===== config.mk =====
export PLATFORM = sky130hd
export DESIGN_NAME = nfc_top
export DESIGN_NICKNAME = d
export VERILOG_FILES = /design/src/rtl/nfc_pkg.sv /design/src/rtl/nfc_block_guard.sv /design/src/rtl/nfc_top.sv
export SDC_FILE = /design/constraint.sdc
export NUM_CORES = 2
export LEC_CHECK = 0
export ABC_AREA = 0
export BUFFER_PORTS_ARGS = -buffer_cell sky130_fd_sc_hd__buf_2
export CORE_MARGIN = 5
export CORE_UTILIZATION = 45
export DETAILED_ROUTE_END_ITERATION = 10
export PLACE_DENSITY = 0.58
export SLEW_MARGIN = 20
export SYNTH_ARGS = -nofsm -noshare
export SYNTH_HDL_FRONTEND = slang
export SYNTH_SLANG_ARGS = --single-unit

===== constraint.sdc =====
create_clock -name ref_clk -period 23.8 [get_ports ref_clk]
set_clock_uncertainty 0.05 [all_clocks]
set_input_delay 2.38 -clock ref_clk [delete_from_list [all_inputs] [get_ports ref_clk]]
set_output_delay 2.38 -clock ref_clk [all_outputs]
set_load 0.005 [all_outputs]

===== src/rtl/nfc_pkg.sv =====
// Constants, command codes and state types for the flash control block
package nfc_pkg;
	localparam int NFC_DATA_W = 16;
	localparam int NFC_NUM_BLOCKS = 4;
	localparam int NFC_BLOCK_WORDS = 8;
	// Command codes, low byte of the data word
	localparam logic [7:0] NFC_CMD_READ_ARRAY = 8'hf0;
	localparam logic [7:0] NFC_CMD_READ_STATUS = 8'h71;
	localparam logic [7:0] NFC_CMD_CLEAR_STATUS = 8'h52;
	localparam logic [7:0] NFC_CMD_PROG_SETUP = 8'h4a;
	localparam logic [7:0] NFC_CMD_ERASE_SETUP = 8'h2c;
	localparam logic [7:0] NFC_CMD_ERASE_CONFIRM = 8'hd5;
	localparam logic [7:0] NFC_CMD_SUSPEND = 8'hb3;
	localparam logic [7:0] NFC_CMD_RESUME = 8'hd6;
	localparam logic [7:0] NFC_CMD_LOCK = 8'h61;
	localparam logic [7:0] NFC_CMD_UNLOCK = 8'h62;
	localparam logic [7:0] NFC_CMD_CFG_SETUP = 8'h63;
	localparam logic [7:0] NFC_CMD_PWD_SET = 8'h91;
	localparam logic [7:0] NFC_CMD_PWD_UNLOCK = 8'h92;
	localparam logic [7:0] NFC_CMD_PWD_RELOCK = 8'h93;
	localparam logic [7:0] NFC_CMD_PWD_PROT = 8'h94;
	// Protection flags carried with the protect command
	localparam int NFC_PROT_WR_BIT = 8;
	localparam int NFC_PROT_RD_BIT = 9;
	// Status word bit positions
	localparam int NFC_ST_READY = 7;
	localparam int NFC_ST_ESUSP = 6;
	localparam int NFC_ST_EERR = 5;
	localparam int NFC_ST_PERR = 4;
	localparam int NFC_ST_SUPERR = 3;
	localparam int NFC_ST_PSUSP = 2;
	localparam int NFC_ST_LOCKERR = 1;
	localparam int NFC_ST_PWDERR = 0;
	// Read configuration fields
	localparam int NFC_CFG_SYNC_BIT = 0;
	localparam int NFC_CFG_LAT_LSB = 1;
	localparam int NFC_CFG_LAT_W = 3;
	localparam logic [15:0] NFC_CFG_RESET = 16'h0000;
	// Reset values, and the word returned for read-protected blocks
	localparam logic [15:0] NFC_ERASED_WORD = 16'hffff;
	localparam logic [15:0] NFC_RPROT_WORD = 16'h0000;
	localparam logic [15:0] NFC_PWD_RESET = 16'h0000;
	localparam logic NFC_LOCK_RESET = 1'b1;
	// Timing
	localparam int NFC_CLK_PERIOD_PS = 25000;
	localparam int NFC_PROG_TIME_NS = 10000;
	localparam int NFC_ERASE_TIME_US = 200;
	localparam int NFC_PROG_CYCLES = (NFC_PROG_TIME_NS * 1000 + NFC_CLK_PERIOD_PS - 1)
		/ NFC_CLK_PERIOD_PS;
	localparam int NFC_ERASE_CYCLES = (NFC_ERASE_TIME_US * 1000000 + NFC_CLK_PERIOD_PS - 1)
		/ NFC_CLK_PERIOD_PS;
	typedef enum {NFC_OP_IDLE, NFC_OP_PROG, NFC_OP_ERASE, NFC_OP_PSUSP, NFC_OP_ESUSP} nfc_op_t;
	typedef enum {NFC_PH_NONE, NFC_PH_PROG, NFC_PH_ERASE, NFC_PH_CFG, NFC_PH_PWD_SET,
		NFC_PH_PWD_UNLOCK} nfc_phase_t;
	typedef enum {NFC_RM_ARRAY, NFC_RM_STATUS} nfc_rmode_t;
endpackage


===== src/rtl/nfc_block_guard.sv =====
// Per-block lock and password protection flags
`timescale 1ns/1ps
module nfc_block_guard
	import nfc_pkg::*;
(
	input wire logic ref_clk,
	input wire logic rst,
	input wire logic pin_reset,
	input wire logic lock_set,
	input wire logic lock_clr,
	input wire logic prot_load,
	input wire logic prot_wr,
	input wire logic prot_rd,
	input wire logic pwd_unlocked,
	output logic locked,
	output logic wr_blocked,
	output logic rd_blocked
);
	logic lock_reg;
	logic wprot_reg;
	logic rprot_reg;

	// Lock state; pin reset relocks every block for safety
	always_ff @(posedge ref_clk or posedge rst) begin
		if (rst) begin
			lock_reg <= NFC_LOCK_RESET;
		end else if (pin_reset) begin
			lock_reg <= NFC_LOCK_RESET;
		end else if (lock_set) begin
			lock_reg <= 1'b1;
		end else if (lock_clr) begin
			lock_reg <= 1'b0;
		end
	end

	// Password protection choice survives pin reset
	always_ff @(posedge ref_clk or posedge rst) begin
		if (rst) begin
			wprot_reg <= 1'b0;
			rprot_reg <= 1'b0;
		end else if (prot_load) begin
			wprot_reg <= prot_wr;
			rprot_reg <= prot_rd;
		end
	end

	// Protection only bites while the password is not presented
	assign locked = lock_reg;
	assign wr_blocked = lock_reg | (wprot_reg & ~pwd_unlocked);
	assign rd_blocked = rprot_reg & ~pwd_unlocked;
endmodule


===== src/rtl/nfc_top.sv =====
// Control logic of a 16-bit parallel NOR flash: reads, commands, automation
`timescale 1ns/1ps
module nfc_top
	import nfc_pkg::*;
#(
	parameter int NUM_BLOCKS = NFC_NUM_BLOCKS,
	parameter int BLOCK_WORDS = NFC_BLOCK_WORDS,
	parameter int PROG_CYCLES = NFC_PROG_CYCLES,
	parameter int ERASE_CYCLES = NFC_ERASE_CYCLES
)(
	input wire logic ref_clk,
	input wire logic rst,
	input wire logic rst_n_pin,
	input wire logic ce_n,
	input wire logic oe_n,
	input wire logic we_n,
	input wire logic adv_n,
	input wire logic burst_clk,
	input wire logic [$clog2(NUM_BLOCKS*BLOCK_WORDS)-1:0] addr,
	input wire logic [NFC_DATA_W-1:0] dq_in,
	output logic [NFC_DATA_W-1:0] dq_out,
	output logic dq_oe_n,
	output logic wait_out,
	output logic wait_oe_n,
	input wire logic supply_lockout_threshold
);
	localparam int WAW = $clog2(BLOCK_WORDS);
	localparam int AW = $clog2(NUM_BLOCKS*BLOCK_WORDS);
	localparam int NW = NUM_BLOCKS * BLOCK_WORDS;

	if (NUM_BLOCKS < 2 || (NUM_BLOCKS & (NUM_BLOCKS - 1)) != 0 || BLOCK_WORDS < 2 ||
		(BLOCK_WORDS & (BLOCK_WORDS - 1)) != 0) begin : g_bad_geom
		$error("block count and block size must be powers of two, at least 2");
	end
	if (PROG_CYCLES < 8 || PROG_CYCLES > 65535 || ERASE_CYCLES < 8 ||
		ERASE_CYCLES > 65535) begin : g_bad_time
		$error("operation cycle counts must lie in 8 to 65535");
	end

	logic [15:0] mem_reg [NW];
	logic wr_act, wr_act_reg, wr_end;
	logic [AW-1:0] wr_addr_reg;
	logic [15:0] wr_data_reg;
	logic [7:0] cmd;
	logic [AW-WAW-1:0] wr_blk, erase_blk_reg;
	nfc_op_t op_reg;
	nfc_phase_t phase_reg, phase_next;
	nfc_rmode_t rm_reg;
	logic [15:0] prog_cnt_reg, erase_cnt_reg, cfg_reg, pwd_reg, status_word, rd_word;
	logic [AW-1:0] op_addr_reg, burst_addr_reg, rd_addr;
	logic [15:0] op_data_reg;
	logic nest_reg, pwd_unlocked_reg, busy, sync_en;
	logic op_prog_req, op_erase_req, bad_seq, susp_req, resume_req, cfg_load;
	logic pwd_set_load, pwd_try, pwd_relock, rm_array_req, rm_status_req, clr_status;
	logic lock_cmd, unlock_cmd, prot_cmd;
	logic [NUM_BLOCKS-1:0] lock_set_vec, lock_clr_vec, prot_load_vec;
	logic [NUM_BLOCKS-1:0] guard_lock, guard_wblock, guard_rblock;
	logic wr_lock_hit, prog_conflict, prog_start, erase_start, prog_done, erase_done;
	logic err_supply_set, err_lock_set, err_prog_set, err_erase_set, err_pwd_set;
	logic err_supply_reg, err_lock_reg, err_prog_reg, err_erase_reg, err_pwd_reg;
	logic bclk_prev_reg, bclk_rise, burst_active_reg;
	logic [NFC_CFG_LAT_W-1:0] lat_cnt_reg;
	logic [15:0] dq_out_reg;

	// Writes end on whichever of strobe or select rises first
	assign wr_act = ~ce_n & ~we_n & rst_n_pin;
	assign wr_end = wr_act_reg & ~wr_act;
	assign cmd = wr_data_reg[7:0];
	assign wr_blk = wr_addr_reg[AW-1:WAW];
	assign busy = (op_reg == NFC_OP_PROG) || (op_reg == NFC_OP_ERASE);

	// Address and data follow the bus until the write ends
	always_ff @(posedge ref_clk or posedge rst) begin
		if (rst) begin
			wr_act_reg <= 1'b0;
			wr_addr_reg <= '0;
			wr_data_reg <= '0;
		end else begin
			wr_act_reg <= wr_act;
			if (wr_act) begin
				wr_addr_reg <= addr;
				wr_data_reg <= dq_in;
			end
		end
	end

	// Command decode, one strobe per completed write
	always_comb begin
		{op_prog_req, op_erase_req, bad_seq, susp_req, resume_req, cfg_load} = '0;
		{pwd_set_load, pwd_try, pwd_relock, rm_array_req, rm_status_req, clr_status} = '0;
		{lock_cmd, unlock_cmd, prot_cmd} = '0;
		phase_next = phase_reg;
		if (wr_end) begin
			phase_next = NFC_PH_NONE;
			case (phase_reg)
				NFC_PH_PROG: op_prog_req = 1'b1;
				NFC_PH_ERASE: begin
					op_erase_req = (cmd == NFC_CMD_ERASE_CONFIRM);
					bad_seq = (cmd != NFC_CMD_ERASE_CONFIRM);
				end
				NFC_PH_CFG: cfg_load = 1'b1;
				NFC_PH_PWD_SET: pwd_set_load = 1'b1;
				NFC_PH_PWD_UNLOCK: pwd_try = 1'b1;
				default: begin
					if (busy) begin
						// Only suspend and status polling during an operation
						susp_req = (cmd == NFC_CMD_SUSPEND);
						rm_status_req = (cmd == NFC_CMD_READ_STATUS);
					end else begin
						case (cmd)
							NFC_CMD_PROG_SETUP: begin
								if (op_reg != NFC_OP_PSUSP) begin
									phase_next = NFC_PH_PROG;
								end
							end
							NFC_CMD_ERASE_SETUP: begin
								if (op_reg == NFC_OP_IDLE) begin
									phase_next = NFC_PH_ERASE;
								end
							end
							NFC_CMD_CFG_SETUP: phase_next = NFC_PH_CFG;
							NFC_CMD_PWD_SET: phase_next = NFC_PH_PWD_SET;
							NFC_CMD_PWD_UNLOCK: phase_next = NFC_PH_PWD_UNLOCK;
							NFC_CMD_RESUME: resume_req = (op_reg != NFC_OP_IDLE);
							NFC_CMD_READ_ARRAY: rm_array_req = 1'b1;
							NFC_CMD_READ_STATUS: rm_status_req = 1'b1;
							NFC_CMD_CLEAR_STATUS: clr_status = 1'b1;
							NFC_CMD_LOCK: lock_cmd = 1'b1;
							NFC_CMD_UNLOCK: unlock_cmd = 1'b1;
							NFC_CMD_PWD_RELOCK: pwd_relock = 1'b1;
							NFC_CMD_PWD_PROT: prot_cmd = 1'b1;
							default: ;
						endcase
					end
				end
			endcase
		end
	end

	// One-hot block strobes toward the guards
	always_comb begin
		lock_set_vec = '0;
		lock_clr_vec = '0;
		prot_load_vec = '0;
		lock_set_vec[wr_blk] = lock_cmd;
		lock_clr_vec[wr_blk] = unlock_cmd;
		prot_load_vec[wr_blk] = prot_cmd;
	end

	for (genvar b = 0; b < NUM_BLOCKS; b++) begin : g_guard
		nfc_block_guard u_guard (
			.ref_clk(ref_clk),
			.rst(rst),
			.pin_reset(~rst_n_pin),
			.lock_set(lock_set_vec[b]),
			.lock_clr(lock_clr_vec[b]),
			.prot_load(prot_load_vec[b]),
			.prot_wr(wr_data_reg[NFC_PROT_WR_BIT]),
			.prot_rd(wr_data_reg[NFC_PROT_RD_BIT]),
			.pwd_unlocked(pwd_unlocked_reg),
			.locked(guard_lock[b]),
			.wr_blocked(guard_wblock[b]),
			.rd_blocked(guard_rblock[b])
		);
	end

	// Admission checks; any failure leaves the array untouched
	assign wr_lock_hit = guard_wblock[wr_blk];
	assign prog_conflict = (op_reg == NFC_OP_ESUSP) && (wr_blk == erase_blk_reg);
	assign prog_start = op_prog_req & ~supply_lockout_threshold & ~wr_lock_hit &
		~prog_conflict;
	assign erase_start = op_erase_req & ~supply_lockout_threshold & ~wr_lock_hit;
	assign prog_done = (op_reg == NFC_OP_PROG) && (prog_cnt_reg == 16'h0001) &&
		!supply_lockout_threshold && rst_n_pin;
	assign erase_done = (op_reg == NFC_OP_ERASE) && (erase_cnt_reg == 16'h0001) &&
		!supply_lockout_threshold && rst_n_pin;
	assign err_supply_set = ((op_prog_req | op_erase_req | busy) &
		supply_lockout_threshold) | (pwd_set_load & ~pwd_unlocked_reg);
	assign err_lock_set = (op_prog_req | op_erase_req) & wr_lock_hit;
	assign err_prog_set = (op_prog_req & ~prog_start) |
		((op_reg == NFC_OP_PROG) & supply_lockout_threshold);
	assign err_erase_set = (op_erase_req & ~erase_start) | bad_seq |
		((op_reg == NFC_OP_ERASE) & supply_lockout_threshold);
	assign err_pwd_set = pwd_try & (wr_data_reg != pwd_reg);

	// Program and erase automation with suspend and nesting
	always_ff @(posedge ref_clk or posedge rst) begin
		if (rst) begin
			op_reg <= NFC_OP_IDLE;
			prog_cnt_reg <= '0;
			erase_cnt_reg <= '0;
			op_addr_reg <= '0;
			op_data_reg <= '0;
			erase_blk_reg <= '0;
			nest_reg <= 1'b0;
		end else if (!rst_n_pin) begin
			op_reg <= NFC_OP_IDLE;
			nest_reg <= 1'b0;
		end else begin
			case (op_reg)
				NFC_OP_IDLE, NFC_OP_ESUSP: begin
					if (prog_start) begin
						op_reg <= NFC_OP_PROG;
						prog_cnt_reg <= 16'(PROG_CYCLES);
						op_addr_reg <= wr_addr_reg;
						op_data_reg <= wr_data_reg;
						nest_reg <= (op_reg == NFC_OP_ESUSP);
					end else if (op_reg == NFC_OP_ESUSP && resume_req) begin
						op_reg <= NFC_OP_ERASE;
					end else if (erase_start) begin
						op_reg <= NFC_OP_ERASE;
						erase_cnt_reg <= 16'(ERASE_CYCLES);
						erase_blk_reg <= wr_blk;
					end
				end
				NFC_OP_PROG: begin
					// Nested program cannot itself be suspended
					if (supply_lockout_threshold || prog_cnt_reg == 16'h0001) begin
						op_reg <= nest_reg ? NFC_OP_ESUSP : NFC_OP_IDLE;
						nest_reg <= 1'b0;
					end else if (susp_req && !nest_reg) begin
						op_reg <= NFC_OP_PSUSP;
					end else begin
						prog_cnt_reg <= prog_cnt_reg - 16'h0001;
					end
				end
				NFC_OP_ERASE: begin
					if (supply_lockout_threshold || erase_cnt_reg == 16'h0001) begin
						op_reg <= NFC_OP_IDLE;
					end else if (susp_req) begin
						op_reg <= NFC_OP_ESUSP;
					end else begin
						erase_cnt_reg <= erase_cnt_reg - 16'h0001;
					end
				end
				NFC_OP_PSUSP: begin
					if (resume_req) begin
						op_reg <= NFC_OP_PROG;
					end
				end
				default: op_reg <= NFC_OP_IDLE;
			endcase
		end
	end

	// Array storage; programming only clears bits
	always_ff @(posedge ref_clk or posedge rst) begin
		if (rst) begin
			for (int i = 0; i < NW; i++) begin
				mem_reg[i] <= NFC_ERASED_WORD;
			end
		end else if (prog_done) begin
			mem_reg[op_addr_reg] <= mem_reg[op_addr_reg] & op_data_reg;
		end else if (erase_done) begin
			for (int i = 0; i < NW; i++) begin
				if (i / BLOCK_WORDS == int'(erase_blk_reg)) begin
					mem_reg[i] <= NFC_ERASED_WORD;
				end
			end
		end
	end

	// Mode, configuration and password; pin reset returns to array read
	always_ff @(posedge ref_clk or posedge rst) begin
		if (rst) begin
			phase_reg <= NFC_PH_NONE;
			rm_reg <= NFC_RM_ARRAY;
			cfg_reg <= NFC_CFG_RESET;
			pwd_reg <= NFC_PWD_RESET;
			pwd_unlocked_reg <= 1'b0;
		end else if (!rst_n_pin) begin
			phase_reg <= NFC_PH_NONE;
			rm_reg <= NFC_RM_ARRAY;
			cfg_reg <= NFC_CFG_RESET;
			pwd_unlocked_reg <= 1'b0;
		end else begin
			phase_reg <= phase_next;
			if (prog_start || erase_start || rm_status_req) begin
				rm_reg <= NFC_RM_STATUS;
			end else if (rm_array_req) begin
				rm_reg <= NFC_RM_ARRAY;
			end
			if (cfg_load) begin
				cfg_reg <= wr_data_reg;
			end
			// Password may only be replaced by whoever already knows it
			if (pwd_set_load && pwd_unlocked_reg) begin
				pwd_reg <= wr_data_reg;
			end
			if (pwd_try && wr_data_reg == pwd_reg) begin
				pwd_unlocked_reg <= 1'b1;
			end else if (pwd_relock) begin
				pwd_unlocked_reg <= 1'b0;
			end
		end
	end

	// Sticky error flags; a new error outranks a clear
	always_ff @(posedge ref_clk or posedge rst) begin
		if (rst) begin
			{err_supply_reg, err_lock_reg, err_prog_reg, err_erase_reg, err_pwd_reg} <= '0;
		end else if (!rst_n_pin) begin
			{err_supply_reg, err_lock_reg, err_prog_reg, err_erase_reg, err_pwd_reg} <= '0;
		end else begin
			err_supply_reg <= err_supply_set | (err_supply_reg & ~clr_status);
			err_lock_reg <= err_lock_set | (err_lock_reg & ~clr_status);
			err_prog_reg <= err_prog_set | (err_prog_reg & ~clr_status);
			err_erase_reg <= err_erase_set | (err_erase_reg & ~clr_status);
			err_pwd_reg <= err_pwd_set | (err_pwd_reg & ~clr_status);
		end
	end

	// Status word layout
	always_comb begin
		status_word = '0;
		status_word[NFC_ST_READY] = !busy;
		status_word[NFC_ST_ESUSP] = (op_reg == NFC_OP_ESUSP) || nest_reg;
		status_word[NFC_ST_EERR] = err_erase_reg;
		status_word[NFC_ST_PERR] = err_prog_reg;
		status_word[NFC_ST_SUPERR] = err_supply_reg;
		status_word[NFC_ST_PSUSP] = (op_reg == NFC_OP_PSUSP);
		status_word[NFC_ST_LOCKERR] = err_lock_reg;
		status_word[NFC_ST_PWDERR] = err_pwd_reg;
	end

	// Burst engine; burst clock is sampled, so it must stay well below ref_clk
	assign sync_en = cfg_reg[NFC_CFG_SYNC_BIT];
	assign bclk_rise = burst_clk & ~bclk_prev_reg;
	always_ff @(posedge ref_clk or posedge rst) begin
		if (rst) begin
			bclk_prev_reg <= 1'b0;
			burst_active_reg <= 1'b0;
			burst_addr_reg <= '0;
			lat_cnt_reg <= '0;
		end else begin
			bclk_prev_reg <= burst_clk;
			if (ce_n || !rst_n_pin || !sync_en) begin
				burst_active_reg <= 1'b0;
			end else if (bclk_rise && !adv_n) begin
				burst_active_reg <= 1'b1;
				burst_addr_reg <= addr;
				lat_cnt_reg <= cfg_reg[NFC_CFG_LAT_LSB +: NFC_CFG_LAT_W];
			end else if (bclk_rise && burst_active_reg) begin
				if (lat_cnt_reg != '0) begin
					lat_cnt_reg <= lat_cnt_reg - 1'b1;
				end else begin
					burst_addr_reg <= burst_addr_reg + 1'b1;
				end
			end
		end
	end

	// Read data register: status, burst word or flow-through array word
	assign rd_addr = sync_en ? burst_addr_reg : addr;
	assign rd_word = guard_rblock[rd_addr[AW-1:WAW]] ? NFC_RPROT_WORD : mem_reg[rd_addr];
	always_ff @(posedge ref_clk or posedge rst) begin
		if (rst) begin
			dq_out_reg <= '0;
		end else begin
			dq_out_reg <= (rm_reg == NFC_RM_STATUS) ? status_word : rd_word;
		end
	end

	// Drivers float whenever the chip is not selected for a read
	assign dq_out = dq_out_reg;
	assign dq_oe_n = ~(~ce_n & ~oe_n & we_n & rst_n_pin);
	assign wait_oe_n = dq_oe_n;
	assign wait_out = sync_en & ~ce_n & (~burst_active_reg | (lat_cnt_reg != '0));
endmodule


==> flow_metrics.tcl <==
set metrics [dict create \
    htreeDepth 3 \
    ys.flop_type "dfstp_2" \
    yosys-top-cells-area "dfstp_2, mux4_2, dfrtp_1" \
    area_growth_pct 10.7 \
    maxSlewHeadroom_pct 19.3 \
    dpl.hpwl_um 74400 \
    post_cts_buffers 0 \
    first_iter_violations 2770 \
    worst_setup_path_end_kind "flop" \
    power_leakage_nw 14.2 \
    clkLatencyLatePin_ps 620 \
    rr_endpoint "mem_reg[508]" \
    maxSlewViolCount 0 \
    grt_setup_unrepaired "no" \
    yosysWarnings 0 \
    grt_pass1_wl_um 173000 \
    tightest_slew_ps 1210 \
    num_rows 101 \
    hold_path.class "flop to flop" \
    ys_types 78 \
    critPathMaxFanout 49 \
    placed_cell_area_um2 35400 \
    hold_end "g_guard[0].u_guard.wprot_reg" \
    critPathKind "primary input to flop" \
    r2r-start "op_addr_reg[1]" \
    period_needed_ps 5750 \
    drive_gt1_share_pct 37.9 \
    async_flop_share_pct 100 \
    yosysTopAreaCell "dfstp_2" \
    syn_nets 3079 \
    vias 26300 \
    grt_overflow 0 \
    required_ps 24250 \
    tritoncts "yes" \
    first_global_vias 26100 \
    fin_nets 3022 \
    hp-start "g_guard[0].u_guard.wprot_reg" \
    grt.total_usage_pct 28.0 \
    syn_area_um2 34300 \
    post-route-drc-count 0 \
    clock_sinks 661 \
    dr.pass1.iters 8 \
    antenna_left 0 \
    tns_ps 0 \
    root_buffer "clkbuf_16" \
    post_synth.cell_area_avg_um2 11.3 \
    worst_hold_slack_ps 452 \
    fmax_ghz 0.174 \
    io_pins 49 \
    fp.dieArea_um2 81700 \
    antenna_found_initial 3 \
    power_w 0.00250 \
    clockBufferDepth 3 \
    design_area_um2 37900 \
    critPathLaunchType "primary input" \
    routedWlPerCell_um 28.7 \
    ys_ff_latch 661 \
    wl_um 115000 \
    die_y_um 286 \
    clk_pin_slew_ps 60 \
    hold_viol 0 \
    start_util_pct 45.3 \
    cts_hold_buf 0 \
    setup_viol 0 \
    netlist.area_leader.share_pct 39.6 \
    grt_max_degree 190 \
    ir_worst_vdd_mv 0.0634 \
    status "complete, no violations" \
    fin_util_pct 50.1 \
    numCtsBuffers 73 \
    largest_register_ffs 512 \
    r2r_slack_ps 18290 \
    r2r_cells 7 \
    yosysSeqAreaShare_pct 50.2 \
    die_w_um 286 \
    core_area_um2 75700 \
    synthCells 3042 \
    min_path_cells 1 \
    insertedDiodeCount 0 \
    place_congestion 0.930 \
    synth_edf_count 0 \
    min_period_over_period_pct 24.1 \
    drt-vias-per-instance 6.53 \
    cts_resized 0 \
    p_per_area_nw_per_um2 66.0 \
    port_buffers 48 \
    crit_arrival_ps 6200 \
    max-cap-violations 0 \
]
-- critical path: stages --
cell	delay [ps]
buf_2	130
mux2i_4	130
buf_4	630
buf_4	860
buf_4	710
mux4_2	590
mux4_2	470
a21o_1	190
-- worst max-delay path by stage --
stage / from / endpoint / cells past startpoint
after CTS: addr[0] / dq_out[11] / 8
final: addr[0] / dq_out[11] / 8
after floorplan: rst / bclk_prev_reg / 1
after global routing: addr[0] / dq_out[9] / 8
after global placement: addr[0] / dq_out[11] / 8
after detailed placement: addr[0] / dq_out[9] / 8
-- Yosys cell counts, drive strengths merged (6+ instances only) --
| library cell | instances |
|---|---|
| nand4 | 24 |
| xnor2 | 30 |
| mux4 | 264 |
| a21o | 17 |
| mux2 | 57 |
| nor4 | 22 |
| nand4b | 7 |
| nand2b | 7 |
| o21a | 9 |
| a41o | 16 |
| or4 | 8 |
| dfstp | 516 |
| nand3 | 19 |
| nor2b | 29 |
| ha | 7 |
| or3 | 8 |
| or3b | 6 |
| and2 | 10 |
| a21boi | 7 |
| a22oi | 85 |
| buf | 120 |
| nor2 | 598 |
| dfrtp | 145 |
| o21ai | 67 |
| nor3 | 31 |
| a221o | 7 |
| a21oi | 541 |
| inv | 35 |
| o22ai | 13 |
| a31oi | 11 |
| clkbuf | 135 |
| nand2 | 87 |
| mux2i | 26 |
| or2 | 12 |
-- cell type report --
class | count | area, um^2
clock buffers | 109 | 2160
clock inverters | 22 | 309
fillers | 6558 | 37800
inverters | 35 | 144
multi-input cells | 2091 | 16000
flip-flops and latches | 661 | 17200
well taps | 978 | 1220
repair buffers | 123 | 827
-- cells by family (layout without fill, tap and decap cells) --
| kind of cell | after synthesis | after routing | synth area share (%) |
|---|---|---|---|
| AO/OA/AOI/OAI | 808 | 808 | 13.6 |
| XOR/XNOR | 31 | 31 | 0.793 |
| multiplexers | 347 | 347 | 20.0 |
| flip-flops | 661 | 661 | 50.2 |
| adder cells (fa/ha/maj) | 7 | 7 | 0.256 |
| buffers and inverters | 290 | 289 | 3.54 |
| AND/OR/NAND/NOR | 898 | 898 | 11.7 |
-- report_power, final --
part | switching [W] | internal [W] | total (W)
clock network | 0.000478 | 0.000705 | 0.00118
logic | 0.0000820 | 0.0000488 | 0.000131
registers | 0.0000384 | 0.00115 | 0.00119
-- cells in the final DEF, fill, tap and decap left out, types with 10 or more instances in the layout --
cell         n
dfstp_2    516
a21o_1      17
o21ai_2     28
xnor2_1     30
o22ai_1     13
buf_4       71
nor3_1      28
nand2_1     87
nand3_1     19
inv_1       33
o21ai_0     36
clkbuf_16   75
dfrtp_1    143
mux2i_1     23
nand4_1     23
clkbuf_1    18
a41o_1      16
mux4_2     264
mux2_2      56
a22oi_1     85
nor2_2      10
clkbuf_8    16
a31oi_1     11
buf_2       48
nor4_1      18
nor2b_1     27
or2_2       12
a21oi_1    541
nor2_1     588
-- metal layers --
metal	vias to the layer above	share of wire [%]	track usage, %
li1	11000	-	-
met1	13400	39	37.5
met2	1463	46	43.3
met3	310	9.8	6.77
met4	2	5.7	13.0
met5	-	0.0095	0
-- metrics by stage --
stage	setup WS, ps	instances
after detailed placement	17410	3888
after floorplan	3700	3042
after CTS	18060	4019
after global placement	17480	3888
after global routing	17850	4019
final	18050	4019
Note: power is estimated with default switching activity, not from simulation.
